## src/rtl/sibd_pkg.sv

```systemverilog
package sibd_pkg;

  // ==========================================================
  // widths
  localparam int PC_W = 13;
  localparam int NIB_W = 4;
  localparam int VDP_W = 7;
  localparam int VDP_NUM = 3;
  localparam int DA_W = 15;
  localparam int OCC_LATCH_W = 8;
  localparam int OCC_CTRL_W = 3;
  localparam int STACK_DEPTH = 4;
  localparam int SP_W = 2;
  localparam int BUS_ADDR_W = 8;
  localparam int BUS_DATA_W = 16;
  localparam int SYNC_W = 13;
  localparam int NIB_PORTS = 6;

  // ==========================================================
  // nibble output port indices
  localparam int PORT_F = 0;
  localparam int PORT_G = 1;
  localparam int PORT_H = 2;
  localparam int PORT_J = 3;
  localparam int PORT_K = 4;
  localparam int PORT_L = 5;

  // ==========================================================
  // synchronised pin vector layout
  localparam int SYNC_E_LSB = 0;
  localparam int SYNC_G_LSB = 4;
  localparam int SYNC_L_LSB = 8;
  localparam int SYNC_D_BIT = 12;

  // ==========================================================
  // reset values
  localparam logic [NIB_PORTS*NIB_W-1:0] PORT_RST = 24'hFF_FFF0;
  localparam logic [2:0] PORT_M_RST = 3'h7;
  localparam logic PORT_D_RST = 1'b0;
  localparam logic [BUS_DATA_W-1:0] CTRL_RST = 16'h0001;

  // ==========================================================
  // register offsets
  localparam logic [BUS_ADDR_W-1:0] REG_CTRL = 8'h00;
  localparam logic [BUS_ADDR_W-1:0] REG_STATUS = 8'h04;
  localparam logic [BUS_ADDR_W-1:0] REG_OCC = 8'h08;
  localparam logic [BUS_ADDR_W-1:0] REG_DA = 8'h0C;
  localparam logic [BUS_ADDR_W-1:0] REG_PC = 8'h10;

  // status and control field positions
  localparam int ST_CARRY = 0;
  localparam int ST_SKIP = 1;
  localparam int ST_SAVED_SKIP = 2;
  localparam int ST_IE = 3;
  localparam int ST_OCC = 4;
  localparam int ST_MUTE = 5;
  localparam int ST_D_OE_N = 6;
  localparam int CTRL_OCC_EN = 0;

  // ==========================================================
  // operations of this group
  typedef enum logic [5:0] {
    OP_NOP, OP_INVERT_CARRY, OP_SKIP_IF_CARRY_CLEAR, OP_SKIP_IF_CARRY_SET,
    OP_SET_MEMORY_BIT, OP_CLEAR_MEMORY_BIT, OP_SKIP_IF_BIT_CLEAR, OP_SKIP_IF_BIT_SET,
    OP_SKIP_IF_ACC_EQUALS_IMM, OP_SKIP_IF_ACC_DIFFERS_IMM,
    OP_SKIP_IF_ACC_EQUALS_MEMORY, OP_SKIP_IF_ACC_DIFFERS_MEMORY,
    OP_INTERRUPT_DISABLE, OP_INTERRUPT_ENABLE,
    OP_READ_OCCURRENCE_FLAG, OP_READ_OCCURRENCE_CONTROL, OP_WRITE_OCCURRENCE_CONTROL,
    OP_WRITE_OCCURRENCE_LATCH_LOW, OP_WRITE_OCCURRENCE_LATCH_HIGH,
    OP_SKIP_IF_OCCURRENCE_SET, OP_SKIP_IF_OCCURRENCE_CLEAR,
    OP_OUTPUT_MSB_TO_PORT_D, OP_OUTPUT_PORT_F, OP_OUTPUT_PORT_G, OP_OUTPUT_PORT_H,
    OP_OUTPUT_PORT_J, OP_OUTPUT_PORT_K, OP_OUTPUT_PORT_L, OP_OUTPUT_LOW3_TO_PORT_M,
    OP_INPUT_PORT_E, OP_INPUT_PORT_G, OP_INPUT_PORT_L, OP_INPUT_PORT_D_TO_CARRY,
    OP_LOAD_VOLTAGE_PWM, OP_LOAD_DA_LATCH, OP_SILENCE_SET, OP_SILENCE_CANCEL,
    OP_PAGE_JUMP, OP_PAGE_CALL, OP_LONG_JUMP, OP_LONG_CALL,
    OP_RETURN_SUBROUTINE, OP_RETURN_FROM_INTERRUPT, OP_RETURN_AND_SKIP, OP_FORCED_SKIP
  } sibd_op_t;

  typedef struct packed {
    sibd_op_t op;
    logic [PC_W-1:0] imm;
    logic [PC_W-1:0] next_pc;
  } sibd_instr_t;

  typedef struct packed {
    logic [NIB_W-1:0] acc;
    logic [NIB_W-1:0] reg_b;
    logic [NIB_W-1:0] mem;
    logic [4*NIB_W-1:0] row0;
  } sibd_core_t;

  typedef struct packed {
    logic en;
    logic [NIB_W-1:0] data;
  } sibd_nib_wr_t;

  typedef struct packed {
    logic en;
    logic data;
  } sibd_bit_wr_t;

  typedef struct packed {
    logic [BUS_ADDR_W-1:0] addr;
    logic [BUS_DATA_W-1:0] wdata;
    logic wr;
    logic rd;
  } sibd_bus_req_t;

endpackage

```

## src/rtl/sibd_exec.sv

```systemverilog
// The placing of the registers and strobed register access were decided locally.
`timescale 1ns/10ps
// ==========================================================
// skip / io / branch execution unit
module sibd_exec (
  input wire logic clock,
  input wire logic reset_n,
  input wire logic exec,
  input wire sibd_pkg::sibd_instr_t instr,
  input wire sibd_pkg::sibd_core_t core,
  input wire sibd_pkg::sibd_bit_wr_t carry_in,
  input wire logic occurrence_event,
  input wire logic irq_take,
  input wire logic [sibd_pkg::PC_W-1:0] irq_vector,
  input wire logic [3:0] port_e_pin,
  input wire logic [3:0] port_g_pin,
  input wire logic [3:0] port_l_pin,
  input wire logic port_d_pin,
  input wire sibd_pkg::sibd_bus_req_t bus_req,
  output logic [sibd_pkg::BUS_DATA_W-1:0] bus_rdata,
  output sibd_pkg::sibd_nib_wr_t acc_wr,
  output sibd_pkg::sibd_nib_wr_t mem_wr,
  output logic carry_flag,
  output logic skip_flag,
  output logic interrupt_enable_flag,
  output logic [sibd_pkg::PC_W-1:0] pc,
  output logic [sibd_pkg::OCC_LATCH_W-1:0] occurrence_latch,
  output logic [sibd_pkg::OCC_CTRL_W-1:0] occurrence_control_bits,
  output logic [3:0] port_f,
  output logic [3:0] port_g,
  output logic [3:0] port_h,
  output logic [3:0] port_j,
  output logic [3:0] port_k,
  output logic [3:0] port_l,
  output logic [2:0] port_m,
  output logic port_d_out,
  output logic port_d_oe_n,
  output logic [sibd_pkg::VDP_NUM-1:0][sibd_pkg::VDP_W-1:0] voltage_pwm_out,
  output logic [sibd_pkg::DA_W-1:0] da_latch
);

  typedef struct packed {
    logic carry;
    logic skip;
    logic saved_skip_state;
    logic ie;
    logic occurrence_flipflop;
    logic [sibd_pkg::OCC_CTRL_W-1:0] occ_ctrl;
    logic [sibd_pkg::OCC_LATCH_W-1:0] occ_latch;
    logic silence_flag;
    logic [sibd_pkg::VDP_NUM-1:0][sibd_pkg::VDP_W-1:0] voltage_pwm_latch;
    logic [sibd_pkg::VDP_NUM-1:0][sibd_pkg::VDP_W-1:0] vdp_out;
    logic [sibd_pkg::DA_W-1:0] da;
    logic [sibd_pkg::PC_W-1:0] pc;
    logic [sibd_pkg::STACK_DEPTH-1:0][sibd_pkg::PC_W-1:0] stack;
    logic [sibd_pkg::SP_W-1:0] sp;
    sibd_pkg::sibd_nib_wr_t acc_wr;
    sibd_pkg::sibd_nib_wr_t mem_wr;
    logic d_oe_n;
    logic [sibd_pkg::BUS_DATA_W-1:0] ctrl;
    logic [sibd_pkg::BUS_DATA_W-1:0] rdata;
  } sibd_state_t;

  sibd_state_t st_ff;
  sibd_state_t nxt_st;

  logic [sibd_pkg::SYNC_W-1:0] pins_sync;
  logic [sibd_pkg::NIB_PORTS-1:0] port_ld;
  logic m_ld;
  logic d_ld;
  logic [sibd_pkg::NIB_PORTS-1:0][3:0] port_q;
  logic run;
  logic occ_clr;
  logic [1:0] bit_sel;
  logic [3:0] mem_mod;
  logic [3:0] imm_nib;
  logic [1:0] vdp_sel;
  logic [sibd_pkg::SP_W-1:0] sp_dec;
  logic [sibd_pkg::PC_W-1:0] page_target;
  logic [sibd_pkg::PC_W-1:0] stack_top;

  // ==========================================================
  // pin inputs
  sibd_sync #(
    .W(sibd_pkg::SYNC_W)
  ) u_sync (
    .clock(clock),
    .reset_n(reset_n),
    .async_in({port_d_pin, port_l_pin, port_g_pin, port_e_pin}),
    .sync_out(pins_sync)
  );

  // ==========================================================
  // output ports
  for (genvar i = 0; i < sibd_pkg::NIB_PORTS; i++) begin : g_port
    sibd_port_reg #(
      .W(4),
      .RST(sibd_pkg::PORT_RST[i*4 +: 4])
    ) u_port (
      .clock(clock),
      .reset_n(reset_n),
      .load(port_ld[i]),
      .data(core.acc),
      .q(port_q[i])
    );
  end

  sibd_port_reg #(
    .W(3),
    .RST(sibd_pkg::PORT_M_RST)
  ) u_port_m (
    .clock(clock),
    .reset_n(reset_n),
    .load(m_ld),
    .data(core.acc[2:0]),
    .q(port_m)
  );

  sibd_port_reg #(
    .W(1),
    .RST(sibd_pkg::PORT_D_RST)
  ) u_port_d (
    .clock(clock),
    .reset_n(reset_n),
    .load(d_ld),
    .data(core.acc[3]),
    .q(port_d_out)
  );

  // ==========================================================
  // execution
  always_comb begin
    nxt_st = st_ff;
    port_ld = '0;
    m_ld = 1'b0;
    d_ld = 1'b0;
    occ_clr = 1'b0;
    run = exec && !st_ff.skip;
    bit_sel = instr.imm[1:0];
    imm_nib = instr.imm[3:0];
    vdp_sel = instr.imm[1:0];
    mem_mod = core.mem;
    sp_dec = st_ff.sp - 2'h1;
    stack_top = st_ff.stack[sp_dec];
    page_target = {instr.next_pc[sibd_pkg::PC_W-1], instr.imm[11:0]};
    nxt_st.acc_wr.en = 1'b0;
    nxt_st.mem_wr.en = 1'b0;
    if (carry_in.en) begin
      nxt_st.carry = carry_in.data;
    end
    if (exec && st_ff.skip) begin
      // fetched and discarded in the same slot, so timing is unchanged
      nxt_st.skip = 1'b0;
      nxt_st.pc = instr.next_pc;
    end else if (run) begin
      nxt_st.skip = 1'b0;
      nxt_st.pc = instr.next_pc;
      unique case (instr.op)
        sibd_pkg::OP_NOP: begin
        end
        sibd_pkg::OP_INVERT_CARRY: begin
          nxt_st.carry = !st_ff.carry;
        end
        sibd_pkg::OP_SKIP_IF_CARRY_CLEAR: begin
          nxt_st.skip = !st_ff.carry;
        end
        sibd_pkg::OP_SKIP_IF_CARRY_SET: begin
          nxt_st.skip = st_ff.carry;
        end
        sibd_pkg::OP_SET_MEMORY_BIT: begin
          mem_mod[bit_sel] = 1'b1;
          nxt_st.mem_wr.en = 1'b1;
          nxt_st.mem_wr.data = mem_mod;
        end
        sibd_pkg::OP_CLEAR_MEMORY_BIT: begin
          mem_mod[bit_sel] = 1'b0;
          nxt_st.mem_wr.en = 1'b1;
          nxt_st.mem_wr.data = mem_mod;
        end
        sibd_pkg::OP_SKIP_IF_BIT_CLEAR: begin
          nxt_st.skip = !core.mem[bit_sel];
        end
        sibd_pkg::OP_SKIP_IF_BIT_SET: begin
          nxt_st.skip = core.mem[bit_sel];
        end
        sibd_pkg::OP_SKIP_IF_ACC_EQUALS_IMM: begin
          nxt_st.skip = (core.acc == imm_nib);
        end
        sibd_pkg::OP_SKIP_IF_ACC_DIFFERS_IMM: begin
          nxt_st.skip = (core.acc != imm_nib);
        end
        sibd_pkg::OP_SKIP_IF_ACC_EQUALS_MEMORY: begin
          nxt_st.skip = (core.acc == core.mem);
        end
        sibd_pkg::OP_SKIP_IF_ACC_DIFFERS_MEMORY: begin
          nxt_st.skip = (core.acc != core.mem);
        end
        sibd_pkg::OP_INTERRUPT_DISABLE: begin
          nxt_st.ie = 1'b0;
        end
        sibd_pkg::OP_INTERRUPT_ENABLE: begin
          nxt_st.ie = 1'b1;
        end
        sibd_pkg::OP_READ_OCCURRENCE_FLAG: begin
          nxt_st.acc_wr.en = 1'b1;
          nxt_st.acc_wr.data = {3'h0, st_ff.occurrence_flipflop};
          occ_clr = 1'b1;
        end
        sibd_pkg::OP_READ_OCCURRENCE_CONTROL: begin
          nxt_st.acc_wr.en = 1'b1;
          nxt_st.acc_wr.data = {2'h0, st_ff.occ_ctrl[1:0]};
        end
        sibd_pkg::OP_WRITE_OCCURRENCE_CONTROL: begin
          nxt_st.occ_ctrl = core.acc[2:0];
        end
        sibd_pkg::OP_WRITE_OCCURRENCE_LATCH_LOW: begin
          nxt_st.occ_latch[3:0] = core.acc;
        end
        sibd_pkg::OP_WRITE_OCCURRENCE_LATCH_HIGH: begin
          nxt_st.occ_latch[7:4] = core.acc;
        end
        sibd_pkg::OP_SKIP_IF_OCCURRENCE_SET: begin
          nxt_st.skip = st_ff.occurrence_flipflop;
          occ_clr = 1'b1;
        end
        sibd_pkg::OP_SKIP_IF_OCCURRENCE_CLEAR: begin
          nxt_st.skip = !st_ff.occurrence_flipflop;
          occ_clr = 1'b1;
        end
        sibd_pkg::OP_OUTPUT_MSB_TO_PORT_D: begin
          d_ld = 1'b1;
          // port d leaves its input state once written
          nxt_st.d_oe_n = 1'b0;
        end
        sibd_pkg::OP_OUTPUT_PORT_F: begin
          port_ld[sibd_pkg::PORT_F] = 1'b1;
        end
        sibd_pkg::OP_OUTPUT_PORT_G: begin
          port_ld[sibd_pkg::PORT_G] = 1'b1;
        end
        sibd_pkg::OP_OUTPUT_PORT_H: begin
          port_ld[sibd_pkg::PORT_H] = 1'b1;
        end
        sibd_pkg::OP_OUTPUT_PORT_J: begin
          port_ld[sibd_pkg::PORT_J] = 1'b1;
        end
        sibd_pkg::OP_OUTPUT_PORT_K: begin
          port_ld[sibd_pkg::PORT_K] = 1'b1;
        end
        sibd_pkg::OP_OUTPUT_PORT_L: begin
          port_ld[sibd_pkg::PORT_L] = 1'b1;
        end
        sibd_pkg::OP_OUTPUT_LOW3_TO_PORT_M: begin
          m_ld = 1'b1;
        end
        sibd_pkg::OP_INPUT_PORT_E: begin
          nxt_st.acc_wr.en = 1'b1;
          nxt_st.acc_wr.data = pins_sync[sibd_pkg::SYNC_E_LSB +: 4];
        end
        sibd_pkg::OP_INPUT_PORT_G: begin
          nxt_st.acc_wr.en = 1'b1;
          nxt_st.acc_wr.data = pins_sync[sibd_pkg::SYNC_G_LSB +: 4];
        end
        sibd_pkg::OP_INPUT_PORT_L: begin
          nxt_st.acc_wr.en = 1'b1;
          nxt_st.acc_wr.data = pins_sync[sibd_pkg::SYNC_L_LSB +: 4];
        end
        sibd_pkg::OP_INPUT_PORT_D_TO_CARRY: begin
          nxt_st.carry = pins_sync[sibd_pkg::SYNC_D_BIT];
        end
        sibd_pkg::OP_LOAD_VOLTAGE_PWM: begin
          // selector 3 has no latch and is ignored
          if (vdp_sel != 2'h3) begin
            nxt_st.voltage_pwm_latch[vdp_sel] = {core.reg_b[2:0], core.acc};
          end
        end
        sibd_pkg::OP_LOAD_DA_LATCH: begin
          nxt_st.da = core.row0[sibd_pkg::DA_W-1:0];
        end
        sibd_pkg::OP_SILENCE_SET: begin
          nxt_st.silence_flag = 1'b1;
        end
        sibd_pkg::OP_SILENCE_CANCEL: begin
          nxt_st.silence_flag = 1'b0;
        end
        sibd_pkg::OP_PAGE_JUMP: begin
          nxt_st.pc = page_target;
        end
        sibd_pkg::OP_LONG_JUMP: begin
          nxt_st.pc = instr.imm;
        end
        sibd_pkg::OP_PAGE_CALL: begin
          nxt_st.stack[st_ff.sp] = instr.next_pc;
          nxt_st.sp = st_ff.sp + 2'h1;
          nxt_st.pc = page_target;
        end
        sibd_pkg::OP_LONG_CALL: begin
          nxt_st.stack[st_ff.sp] = instr.next_pc;
          nxt_st.sp = st_ff.sp + 2'h1;
          nxt_st.pc = instr.imm;
        end
        sibd_pkg::OP_RETURN_SUBROUTINE: begin
          nxt_st.sp = sp_dec;
          nxt_st.pc = stack_top;
        end
        sibd_pkg::OP_RETURN_FROM_INTERRUPT: begin
          nxt_st.sp = sp_dec;
          nxt_st.pc = stack_top;
          nxt_st.skip = st_ff.saved_skip_state;
        end
        sibd_pkg::OP_RETURN_AND_SKIP: begin
          nxt_st.sp = sp_dec;
          nxt_st.pc = stack_top;
          nxt_st.skip = 1'b1;
        end
        sibd_pkg::OP_FORCED_SKIP: begin
          nxt_st.skip = 1'b1;
        end
        default: begin
        end
      endcase
    end else if (irq_take) begin
      // entry only between instructions; the core stops requesting it then
      nxt_st.stack[st_ff.sp] = st_ff.pc;
      nxt_st.sp = st_ff.sp + 2'h1;
      nxt_st.pc = irq_vector;
      nxt_st.saved_skip_state = st_ff.skip;
      nxt_st.skip = 1'b0;
      nxt_st.ie = 1'b0;
    end
    // a new occurrence in the clearing cycle is kept
    nxt_st.occurrence_flipflop = (st_ff.occurrence_flipflop && !occ_clr) ||
                                 (occurrence_event && st_ff.ctrl[sibd_pkg::CTRL_OCC_EN]);
    for (int v = 0; v < sibd_pkg::VDP_NUM; v++) begin
      nxt_st.vdp_out[v] = st_ff.silence_flag ? '0 : st_ff.voltage_pwm_latch[v];
    end
    // ========================================================
    // register port
    if (bus_req.wr && bus_req.addr == sibd_pkg::REG_CTRL) begin
      nxt_st.ctrl = {15'h0000, bus_req.wdata[sibd_pkg::CTRL_OCC_EN]};
    end
    nxt_st.rdata = '0;
    if (bus_req.rd) begin
      unique case (bus_req.addr)
        sibd_pkg::REG_CTRL: nxt_st.rdata = st_ff.ctrl;
        sibd_pkg::REG_STATUS: begin
          nxt_st.rdata[sibd_pkg::ST_CARRY] = st_ff.carry;
          nxt_st.rdata[sibd_pkg::ST_SKIP] = st_ff.skip;
          nxt_st.rdata[sibd_pkg::ST_SAVED_SKIP] = st_ff.saved_skip_state;
          nxt_st.rdata[sibd_pkg::ST_IE] = st_ff.ie;
          nxt_st.rdata[sibd_pkg::ST_OCC] = st_ff.occurrence_flipflop;
          nxt_st.rdata[sibd_pkg::ST_MUTE] = st_ff.silence_flag;
          nxt_st.rdata[sibd_pkg::ST_D_OE_N] = st_ff.d_oe_n;
        end
        sibd_pkg::REG_OCC: nxt_st.rdata = {5'h00, st_ff.occ_ctrl, st_ff.occ_latch};
        sibd_pkg::REG_DA: nxt_st.rdata = {1'b0, st_ff.da};
        sibd_pkg::REG_PC: nxt_st.rdata = {3'h0, st_ff.pc};
        default: nxt_st.rdata = '0;
      endcase
    end
  end

  always_ff @(posedge clock or negedge reset_n) begin
    if (!reset_n) begin
      st_ff <= '0;
      st_ff.d_oe_n <= 1'b1;
      st_ff.ctrl <= sibd_pkg::CTRL_RST;
    end else begin
      st_ff <= nxt_st;
    end
  end

  // ==========================================================
  // outputs
  assign bus_rdata = st_ff.rdata;
  assign acc_wr = st_ff.acc_wr;
  assign mem_wr = st_ff.mem_wr;
  assign carry_flag = st_ff.carry;
  assign skip_flag = st_ff.skip;
  assign interrupt_enable_flag = st_ff.ie;
  assign pc = st_ff.pc;
  assign occurrence_latch = st_ff.occ_latch;
  assign occurrence_control_bits = st_ff.occ_ctrl;
  assign port_f = port_q[sibd_pkg::PORT_F];
  assign port_g = port_q[sibd_pkg::PORT_G];
  assign port_h = port_q[sibd_pkg::PORT_H];
  assign port_j = port_q[sibd_pkg::PORT_J];
  assign port_k = port_q[sibd_pkg::PORT_K];
  assign port_l = port_q[sibd_pkg::PORT_L];
  assign port_d_oe_n = st_ff.d_oe_n;
  assign voltage_pwm_out = st_ff.vdp_out;
  assign da_latch = st_ff.da;

endmodule

```

## src/rtl/sibd_sync.sv

```systemverilog
`timescale 1ns/10ps
// ==========================================================
// two-stage pin synchroniser
module sibd_sync #(
  parameter int W = 1
) (
  input wire logic clock,
  input wire logic reset_n,
  input wire logic [W-1:0] async_in,
  output logic [W-1:0] sync_out
);

  typedef struct packed {
    logic [W-1:0] meta;
    logic [W-1:0] stable;
  } sibd_sync_state_t;

  sibd_sync_state_t st_ff;
  sibd_sync_state_t nxt_st;

  always_comb begin
    nxt_st.meta = async_in;
    nxt_st.stable = st_ff.meta;
  end

  always_ff @(posedge clock or negedge reset_n) begin
    if (!reset_n) begin
      st_ff <= '0;
    end else begin
      st_ff <= nxt_st;
    end
  end

  assign sync_out = st_ff.stable;

endmodule

```

## src/rtl/sibd_port_reg.sv

```systemverilog
`timescale 1ns/10ps
// ==========================================================
// output port latch
module sibd_port_reg #(
  parameter int W = 4,
  parameter logic [W-1:0] RST = '0
) (
  input wire logic clock,
  input wire logic reset_n,
  input wire logic load,
  input wire logic [W-1:0] data,
  output logic [W-1:0] q
);

  typedef struct packed {
    logic [W-1:0] val;
  } sibd_port_state_t;

  sibd_port_state_t st_ff;
  sibd_port_state_t nxt_st;

  always_comb begin
    nxt_st = st_ff;
    if (load) begin
      nxt_st.val = data;
    end
  end

  always_ff @(posedge clock or negedge reset_n) begin
    if (!reset_n) begin
      st_ff.val <= RST;
    end else begin
      st_ff <= nxt_st;
    end
  end

  assign q = st_ff.val;

endmodule

```

## config.mk

```make
export PLATFORM = sky130hd
export DESIGN_NAME = sibd_exec
export DESIGN_NICKNAME = d
export VERILOG_FILES = /design/src/rtl/sibd_pkg.sv /design/src/rtl/sibd_exec.sv /design/src/rtl/sibd_sync.sv /design/src/rtl/sibd_port_reg.sv
export SDC_FILE = /design/constraint.sdc
export NUM_CORES = 1
export LEC_CHECK = 0
export BUFFER_PORTS_ARGS = -buffer_cell sky130_fd_sc_hd__buf_2
export CORE_MARGIN = 2
export CORE_UTILIZATION = 59
export DETAILED_ROUTE_END_ITERATION = 8
export HOLD_SLACK_MARGIN = 0.06
export PLACE_DENSITY = 0.86
export SLEW_MARGIN = 25
export SYNTH_ARGS = -nofsm -noshare
export SYNTH_HDL_FRONTEND = slang
export SYNTH_SLANG_ARGS = --single-unit
```

## constraint.sdc

```tcl
create_clock -name clock -period 7.5 [get_ports clock]
set_input_delay 1.5 -clock clock [delete_from_list [all_inputs] [get_ports clock]]
set_output_delay 1.5 -clock clock [all_outputs]
set_load 0.01 [all_outputs]
```

### After elaboration in Yosys (flattened, before gate mapping)

Index checks and enable logic that the tools add are counted.

* register bits after elaboration: 223
* input bits: 119
* word-level logic and storage cells: 203

* $add $sub $neg: 2
* $lt $le $gt $ge: 5
* eq/ne operators: 56
* multiplexer cells: 58
* bitwise logic cells: 5
* reduce and logical (&&, ||, !) cells: 38

Operators by type and width (count)
* $mux W67: 2
* $bwmux W52: 2
* $eq A6 B5 Y1 const B: 16
* $eq A6 B6 Y1 const B: 13
* $mux W52: 1
* $eq A6 B4 Y1 const B: 8
* $mux W13: 3
* $pmux W13 S3: 1
* $reduce_and A3 Y1: 12
* $pmux W7 S5: 1
* $mux W7: 4
* $bmux W13 S2: 1
* $demux W13 S2: 1
* $pmux W5 S5: 1
* $eq A6 B3 Y1 const B: 4
* $mux W1: 24
* $pmux W8 S3: 1
* $mux W11: 2
* $bwmux W21: 1
* $eq A8 B4 Y1 const B: 2
* $mux W15: 1
* $demux W7 S2: 1
* $eq A6 B2 Y1 const B: 2
* $mux W6: 2
* other kinds (33): 58

### Depth between registers and ports, before layout

Gate-level depths: netlist of the first run.

* word-level depth: 9
* depth in mapped cells: 10

### Cells and area by module

From an unflattened synthesis of the first run, not the netlist that was laid out.

* cells, all modules: 930
* area total of the unflattened synthesis: 10605.2 sq um

Modules (own cells, without submodules)
* sibd_exec: instances 1, cells each 848, area an instance 8906.0 sq um, sequential area each 4206.5 sq um
* sibd_port_reg at g_port[1].u_port ...: instances 5, cells each 8, area an instance 150.1 sq um, sequential area each 105.1 sq um
* sibd_sync: instances 1, cells each 26, area an instance 650.6 sq um, sequential area each 650.6 sq um
* sibd_port_reg at g_port[0].u_port: instances 1, cells each 8, area an instance 145.1 sq um, sequential area each 100.1 sq um
* sibd_port_reg at u_port_m: instances 1, cells each 6, area an instance 112.6 sq um, sequential area each 78.8 sq um
* sibd_port_reg at u_port_d: instances 1, cells each 2, area an instance 40.0 sq um, sequential area each 25.0 sq um

### Least setup slack after synthesis of the first run

OpenSTA, ideal clock, no wires.

* path kind: in2reg
* from: input port instr[29] in the netlist's numbering
* to: register st_ff (netlist bit skip_flag)
* library setup time: 0.131 ns
* data arrival time: 2.919 ns
* setup slack: 4.449 ns
* cell stages on the path: 7
* path buffers: 1
* cells stage by stage: buf_2 -> or4b_4 -> nor2_4 -> mux2i_1 -> xnor2_1 -> o311ai_1 -> a31oi_1

* cells in the longest elaborated chain, start to end: 5
* elaborated cells between the ends (all ways): 17

Ends and longest elaborated chain
* start: declaration: RTL line sibd_exec.sv:9 `input wire sibd_pkg::sibd_instr_t instr,`
* $eq A6 B6 Y1: RTL line sibd_exec.sv:158 `unique case (instr.op)`
* $reduce_or A2 Y1 (no source line)
* $pmux W1 S12 *: RTL line sibd_exec.sv:158
* $mux W1 *: RTL line sibd_exec.sv:155 `end else if (run) begin`
* $mux W1 *: RTL line sibd_exec.sv:151 `if (exec && st_ff.skip) begin`
* end signal: assignment: RTL line sibd_exec.sv:369 `st_ff <= nxt_st;`
* end: declaration: RTL line sibd_exec.sv:64 `sibd_state_t st_ff;`

Every way passes the cells marked *; elsewhere a longest branch is shown, timed or not.
A chain may end at the register's enable or synchronous reset.

### Worst setup path in the final report of the first run

* from: input port instr[27] in the netlist's numbering
* to: register st_ff (netlist bit da_latch[9])

* cells in the longest elaborated chain, start to end: 2

Ends and longest elaborated chain (RTL line)
* $eq A6 B6 Y1: sibd_exec.sv:158
* $reduce_and A3 Y1 (no source line)

No other way between the ends.

==> reports/results.md, run 1 <==
## Run status
• result of the run: finished clean

## Floorplanning
• Initial Util: 0.601
• number of core rows: 49
• vertical die dimension: 139 microns
• io pins: 237
• Die Span X: 139 microns
• Die Outline Area: 0.0193 sq mm
• area inside the core boundary: 0.0179 sq mm

## Worst hold path
• Hold Path Class: flop to flop
• startpoint of the lowest-slack hold path: u_sync.nxt_st[6]

## Power
• Logic pwr share: 0.195
• leakage power: 6.00 nW
• internal power: 2.50 mW
• worst-case vdd ir drop: 0.000215 V
• power share of the sequential group: 0.450
• Switching Power: 0.975 mW
• Power Dens Cells: 287 mW/mm^2
• relative contribution of the clock network to total power: 0.355
• Sw Share: 0.281

## Drt
• post-detailed-route wirelength per cell: 19.8 microns
• vias per cell: 5.81
• post-route antenna net violation count: 0
• number of design-rule violations left by the first detailed-router iteration: 693
• number of remaining DRC errors: 0
• Total Routed Length: 25.7 mm
• count of vias placed by the detailed router: 7541
• DRT Pass-1 Iters: 5

## Yosys
• net count of the mapped netlist: 1063
• Synth Cell Area: 0.0108 sq mm
• synthesized instance count: 940
• average footprint of a synthesized cell: 11.4 sq um
• sequential share of the synthesized area: 0.519
• asr flop ratio synth: 1.00
• cell type with the largest total area after synthesis: sky130_fd_sc_hd__dfrtp_1
• leading post-synthesis cells by instance count: 197 x sky130_fd_sc_hd__dfrtp_1, 113 x sky130_fd_sc_hd__nand2_1, 90 x sky130_fd_sc_hd__buf_4
• number of flops mapped to enable cells by yosys: 0
• Synth area leaders: sky130_fd_sc_hd__dfrtp_1 46%, sky130_fd_sc_hd__buf_4 6.3%, sky130_fd_sc_hd__dfstp_2 6.1%, sky130_fd_sc_hd__mux2_2 6.0%, sky130_fd_sc_hd__nand2_1 3.9%
• synthesis-stage register bit count: 222
• Yosys warning total: 0
• cell with the most instances after synthesis: sky130_fd_sc_hd__dfrtp_1
• count of distinct cell types in the synthesized netlist: 70
• area share of the largest cell type after synthesis: 0.458
• top flip-flop cell by instance count after synthesis: sky130_fd_sc_hd__dfrtp_1

## Placed design
• buffers added on ports: 218
• GP Congestion: 0.963
• number of placed cells counting well taps: 1252
• placed wire-length estimate: 18.0 mm

## Timing
• peak clock frequency supported by timing: 0.287 GHz
• Final period util: 0.465
• hold violation total from the final report: 0
• worst-margin pin slew: 903 ps
• minimum clock period after layout: 3490 ps
• final setup skew: 10.6 ps
• Final Max Slew Viols: 0
• setup_tns: 0 ps
• unrepaired setup endpoints after global routing: no
• max_slew headroom: 0.395
• count of final setup violators: 0

## Finish
• number of nets in the layout: 1173
• filler cell count: 1326
• area delta synth->final: 12.3%
• Cell Count, Final, Fillers Out: 1297
• share of post-route cells with drive strength above 1: 0.387
• final standard cell utilization of the core: 0.675
• Antenna Diode Count: 0

## Setup path
• worst path arrival time: 3870 ps
• Worst Setup Path Type: input port to flop
• largest driver fanout on the critical path: 25
• launching instance or port of the critical path: instr[27]
• worst reg2reg startpoint: st_ff[43]
• worst endpoint required time: 7880 ps
• Worst setup EP type: flop
• Setup crit start kind: input port

## Clock tree
• buffer levels on the longest clock path: 3
• TritonCTS Buffers: 24
• count of hold buffers inserted by post-cts repair: 0
• count of cells resized by post-cts repair: 0
• clock-pin slew on the worst setup and hold paths: 60 ps
• Num Clock Sinks: 222
• TritonCTS clock tree: built
• Skew-Pair Late Insertion Delay: 510 ps
• CTS H-Tree Depth: 1
• clock tree root buffer cell: sky130_fd_sc_hd__clkbuf_16
• buffers inserted by post-CTS timing repair: 0

## Global routing
• number of antenna violations at the first check in global routing: 0
• vias in the first global route: 7377
• total routing resource utilization after global routing: 0.258
• largest net degree at the start of global routing: 140
• global route overflow: 0
• global-route wire length before repair: 40.0 mm

## Job
• maxcap violations: 0

==> worst paths after layout <==
| kind | endpoint | slack, ps | depth (start not counted) |
|---|---|---|---|
| worst max-delay path | da_latch[9] | 4010 | 4 |
| worst min-delay path | u_sync.sync_out[6] | 350 | 0 |
| worst max register to register | pc[7] | 4640 | 7 |
| worst min register to register | u_sync.sync_out[6] | 350 | 0 |
| max in group asynchronous | voltage_pwm_out[14] | 5130 | 3 |
| min in group asynchronous | acc_wr[1] | 880 | 1 |
==> placed cells by master, fill, tap and decap left out, types with 26 or more instances in the layout <==
cell type / instances
sky130_fd_sc_hd__nor2b_1: 26
sky130_fd_sc_hd__buf_2: 217
sky130_fd_sc_hd__nor2_1: 36
sky130_fd_sc_hd__mux2_2: 57
sky130_fd_sc_hd__nand2_1: 113
sky130_fd_sc_hd__o21ai_1: 56
sky130_fd_sc_hd__dfrtp_1: 196
sky130_fd_sc_hd__a21oi_1: 32
sky130_fd_sc_hd__mux2i_1: 29
==> cells by family (layout without fill, tap and decap cells) <==
family                     after synthesis  count (layout)  synth area share
and+or+nand+nor                        247             247             0.121
DFF                                    222             222             0.519
adders and majority gates                4               4           0.00465
xor gates and xnor gates                 8               8           0.00651
muxes                                  122             122             0.147
AOI/OAI and AO/OA                      179             179             0.105
other                                    1               1          0.000348
buffers and inverters                  157             285            0.0957
==> routing by layer <==
layer	up-vias	GRT usage	share of wire	routed length, microns
li1	3428	-	-	-
met5	-	0	0	0
met1	3691	0.349	0.40	10400
met3	74	0.0480	0.076	1950
met2	348	0.412	0.48	12300
met4	0	0.112	0.039	997
==> metrics by stage <==
step                      worst slack (ps)  hold slack (ps)  total power [mW]  instance area (sq um)
after floorplan                       4450              331              2.05                  10800
after global placement                3470              333              2.20                  11200
after detailed placement              3400              335              2.25                  11200
after CTS                             3930              346              3.48                  12100
after global routing                  3810              353              3.63                  12100
final                                 4010              346              3.47                  12100
==> registers in the layout (all words and copies together), names as in the netlist, 5 cells and up <==
signal,count
u_sync.nxt_st,13
da_latch,15
occurrence_latch,8
pc,13
mem_wr,5
g_port.u_port.q,24
bus_rdata,15
u_sync.sync_out,13
acc_wr,5
voltage_pwm_out,21
st_ff,79
==> critical path, stage by stage <==
cell and delay, ps:
sky130_fd_sc_hd__buf_2 440, sky130_fd_sc_hd__nor2b_1 710, sky130_fd_sc_hd__nand2_1 700, sky130_fd_sc_hd__mux2_2 490
==> final cells by class <==
type | count | area [sq um] | area share
clock buffer | 31 | 698 | 0.0578
clock inverter | 13 | 150 | 0.0124
inverter | 21 | 78.8 | 0.00652
multi-input combinational | 561 | 4150 | 0.343
sequential | 222 | 5590 | 0.462
tap | 229 | 287 | 0.0237
timing repair buffer | 220 | 1140 | 0.0943
==> power groups by stage <==
stage	Combinational, mW	Clock (mW)	Sequential (mW)
2_1_floorplan	0.536	0	1.52
5_1_grt	0.739	1.30	1.59
6_report	0.677	1.23	1.56
4_1_cts	0.672	1.25	1.56
3_5_place_dp	0.669	0	1.58
3_3_place_gp	0.642	0	1.56
Power figures use the tool's default switching activity.
==> run 2: changes to the inputs <==
--- a/config.mk
+++ b/config.mk
@@ -5,12 +5,13 @@
 export SDC_FILE = /design/constraint.sdc
 export NUM_CORES = 1
 export LEC_CHECK = 0
+export ABC_AREA = 1
 export BUFFER_PORTS_ARGS = -buffer_cell sky130_fd_sc_hd__buf_2
 export CORE_MARGIN = 2
-export CORE_UTILIZATION = 59
+export CORE_UTILIZATION = 55
 export DETAILED_ROUTE_END_ITERATION = 8
 export HOLD_SLACK_MARGIN = 0.06
-export PLACE_DENSITY = 0.86
+export PLACE_DENSITY = 0.81
 export SLEW_MARGIN = 25
 export SYNTH_ARGS = -nofsm -noshare
 export SYNTH_HDL_FRONTEND = slang
==> constraint.sdc (replaced) <==
create_clock -name clock -period 3.4 [get_ports clock]
set_input_delay 0.68 -clock clock [delete_from_list [all_inputs] [get_ports clock]]
set_output_delay 0.68 -clock clock [all_outputs]
set_load 0.01 [all_outputs]
==> run 2 against run 1 <==
Against the previous run: sequential power grew 120%; global-route usage is 2.9 points higher; sequential cell count stayed put; worst hold slack worse by 180 ps; largest cell class unchanged; critical path depth grew 5; via count is 22% higher; setup slack got worse by 3600 ps; area after synthesis shrank 1.5%; clock-buffer cell count shrank 1; die area rose by 5.5%; clock power increased by 110%; non-clock buffer count grew 14.
==> reports/results.md, run 2 <==
## Finish
• Largest register FFs: 79
• filler cell count: 1574
• number of nets in the layout: 1528
• share of post-route cells with drive strength above 1: 0.233
• Final Cell Area: 0.0121 sq mm
• commonest non-fill, non-tap cells in the layout: 329 x sky130_fd_sc_hd__nand2_1, 217 x sky130_fd_sc_hd__buf_2, 197 x sky130_fd_sc_hd__dfrtp_1
• area delta synth->final: 14.2%
• commonest non-fill, non-tap cell in the layout: sky130_fd_sc_hd__nand2_1
• final standard cell utilization of the core: 0.643
• register with the most flip-flops: st_ff
• Cell Count, Final, Fillers Out: 1683

## Power
• worst-case vdd ir drop: 0.000558 V
• leakage power: 6.29 nW
• Logic pwr share: 0.225
• Sw Share: 0.324
• relative contribution of the clock network to total power: 0.330
• internal power: 5.21 mW
• Switching Power: 2.50 mW
• power share of the sequential group: 0.445
• Power Dens Cells: 637 mW/mm^2
• Overall Power: 7.71 mW

## Timing
• count of final setup violators: 0
• unrepaired setup endpoints after global routing: no
• final setup skew: 19.7 ps
• minimum clock period after layout: 2950 ps
• hold violation total from the final report: 0
• max_slew headroom: 0.442
• setup_tns: 0 ps
• worst hold margin: 162 ps
• Final period util: 0.869
• peak clock frequency supported by timing: 0.339 GHz
• worst-margin pin slew: 836 ps
• Setup WS post-layout: 446 ps
• Final Max Slew Viols: 0

## Clock tree
• clock-pin slew on the worst setup and hold paths: 70 ps
• TritonCTS clock tree: built
• CTS H-Tree Depth: 1
• clock tree root buffer cell: sky130_fd_sc_hd__clkbuf_16
• buffers inserted by post-CTS timing repair: 0
• buffer levels on the longest clock path: 3
• count of cells resized by post-cts repair: 0
• Num Clock Sinks: 222
• Skew-Pair Late Insertion Delay: 520 ps
• count of hold buffers inserted by post-cts repair: 0
• TritonCTS Buffers: 23

## Setup path
• Worst setup EP type: flop
• launching instance or port of the critical path: st_ff[43]
• worst endpoint required time: 3800 ps
• worst reg-to-reg setup slack: 450 ps
• largest driver fanout on the critical path: 19
• Setup crit start kind: flop
• worst path arrival time: 3360 ps
• Worst Setup Path Type: flop to flop
• length in cells of the worst reg-to-reg path: 9
• Reg-to-Reg End: pc[5]
• worst reg2reg startpoint: st_ff[43]

## Floorplanning
• io pins: 237
• Die Span X: 143 microns
• Initial Util: 0.563
• Die Outline Area: 0.0204 sq mm
• number of core rows: 50
• vertical die dimension: 143 microns
• area inside the core boundary: 0.0188 sq mm

## Yosys
• arithmetic-cell share of the synthesized area counting full adders, half adders and majority gates: 0.00472
• Synth area leaders: sky130_fd_sc_hd__dfrtp_1 46%, sky130_fd_sc_hd__nand2_1 12%, sky130_fd_sc_hd__o21ai_0 7.2%, sky130_fd_sc_hd__buf_4 6.4%, sky130_fd_sc_hd__dfstp_2 6.2%
• synthesis-stage register bit count: 222
• synthesized instance count: 1274
• top flip-flop cell by instance count after synthesis: sky130_fd_sc_hd__dfrtp_1
• area share of the largest cell type after synthesis: 0.465
• net count of the mapped netlist: 1397
• cell with the most instances after synthesis: sky130_fd_sc_hd__nand2_1
• number of flops mapped to enable cells by yosys: 0
• Yosys warning total: 0
• simple-gate area share of the yosys netlist: 0.202
• count of distinct cell types in the synthesized netlist: 39
• compound-cell area share of the yosys netlist: 0.130
• Synth Cell Area: 0.0106 sq mm
• asr flop ratio synth: 1.00
• mux cell area share after synthesis: 0.00956
• sequential share of the synthesized area: 0.527
• leading post-synthesis cells by instance count: 329 x sky130_fd_sc_hd__nand2_1, 197 x sky130_fd_sc_hd__dfrtp_1, 152 x sky130_fd_sc_hd__o21ai_0
• fraction of synthesized cell area in xor and xnor cells: 0.000826
• dominant combinational cell family by area after synthesis: simple AND/OR/NAND/NOR gates
• cell type with the largest total area after synthesis: sky130_fd_sc_hd__dfrtp_1
• average footprint of a synthesized cell: 8.32 sq um

## Job
• maxcap violations: 0

## Drt
• Total Routed Length: 28.9 mm
• vias per cell: 5.45
• count of vias placed by the detailed router: 9170
• number of design-rule violations left by the first detailed-router iteration: 801
• number of remaining DRC errors: 0
• post-route antenna net violation count: 0
• post-detailed-route wirelength per cell: 17.2 microns
• DRT Pass-1 Iters: 6

## Global routing
• global-route wire length before repair: 45.8 mm
• vias in the first global route: 8945
• largest net degree at the start of global routing: 86
• total routing resource utilization after global routing: 0.287
• global route overflow: 0
• number of antenna violations at the first check in global routing: 0

## Placed design
• buffers added on ports: 218
• GP Congestion: 0.975
• placed instance area: 0.0113 sq mm
• pre-CTS setup slack: 597 ps
• number of placed cells counting well taps: 1640
• placed wire-length estimate: 20.5 mm

## Worst hold path
• Hold Path Class: input port to asynchronous set/reset pin

## Run status
• result of the run: finished clean

run 2: cell types whose count changed after synthesis, moves of 29 or more:
cell | before | now
sky130_fd_sc_hd__a21oi_1 | 32 | 66
sky130_fd_sc_hd__inv_1 | 20 | 124
sky130_fd_sc_hd__mux2_2 | 57 | 9
sky130_fd_sc_hd__mux2i_1 | 29 | 0
sky130_fd_sc_hd__nand2_1 | 113 | 329
sky130_fd_sc_hd__nand3_1 | 8 | 53
sky130_fd_sc_hd__nor2_1 | 36 | 104
sky130_fd_sc_hd__o21ai_0 | 20 | 152
sky130_fd_sc_hd__o21ai_1 | 56 | 2
run 2: layer usage:
layer / global-route usage / up-vias / part of all wire
met3: 0.0734 / 86 / 0.10
li1: - / 4258 / -
met1: 0.377 / 4328 / 0.40
met5: 0 / - / 0
met2: 0.460 / 498 / 0.46
met4: 0.113 / 0 / 0.038
run 2: kinds of logic after synthesis:
| logic type | after synthesis |
|---|---|
| and+or+nand+nor | 520 |
| xor gates and xnor gates | 1 |
| muxes | 9 |
| AOI/OAI and AO/OA | 257 |
| buffers and inverters | 260 |
| adders and majority gates | 4 |
| other | 1 |
| DFF | 222 |
run 2: critical path, stage by stage, from the launching register on:
cell	delay, ps
sky130_fd_sc_hd__dfrtp_1	370
sky130_fd_sc_hd__clkinv_1	60
sky130_fd_sc_hd__buf_4	200
sky130_fd_sc_hd__ha_1	660
sky130_fd_sc_hd__clkinv_1	640
sky130_fd_sc_hd__a21oi_1	260
sky130_fd_sc_hd__o21ai_0	110
sky130_fd_sc_hd__a21oi_1	160
sky130_fd_sc_hd__a21oi_1	70
sky130_fd_sc_hd__o211ai_1	290
run 2: cell type report:
cell class / count / area, sq um / share of cell area
Multi-Input combinational cell: 792 / 3690 / 0.305
Timing Repair Buffer: 234 / 1250 / 0.103
Antenna cell: 1 / 2.50 / 0.000207
Tap cell: 260 / 325 / 0.0269
Inverter: 132 / 495 / 0.0409
Clock buffer: 30 / 663 / 0.0547
Sequential cell: 222 / 5590 / 0.461
Clock inverter: 12 / 105 / 0.00868
run 2: worst max-delay path by stage:
stage / to / slack [ps]
final: pc[5] / 450
after detailed placement: pc[1] / 600
after global routing: pc[2] / 280
after CTS: pc[1] / 550
after floorplan: pc[3] / 1070
after global placement: pc[1] / 640
run 2: power by group through the flow:
stage | clock [mW] | combinational [mW] | sequential (mW)
global route | 2.67 | 1.97 | 3.48
CTS | 2.57 | 1.72 | 3.42
detailed placement | 0 | 1.71 | 3.46
floorplan | 0 | 1.24 | 3.39
finish | 2.55 | 1.73 | 3.43
global placement | 0 | 1.66 | 3.44
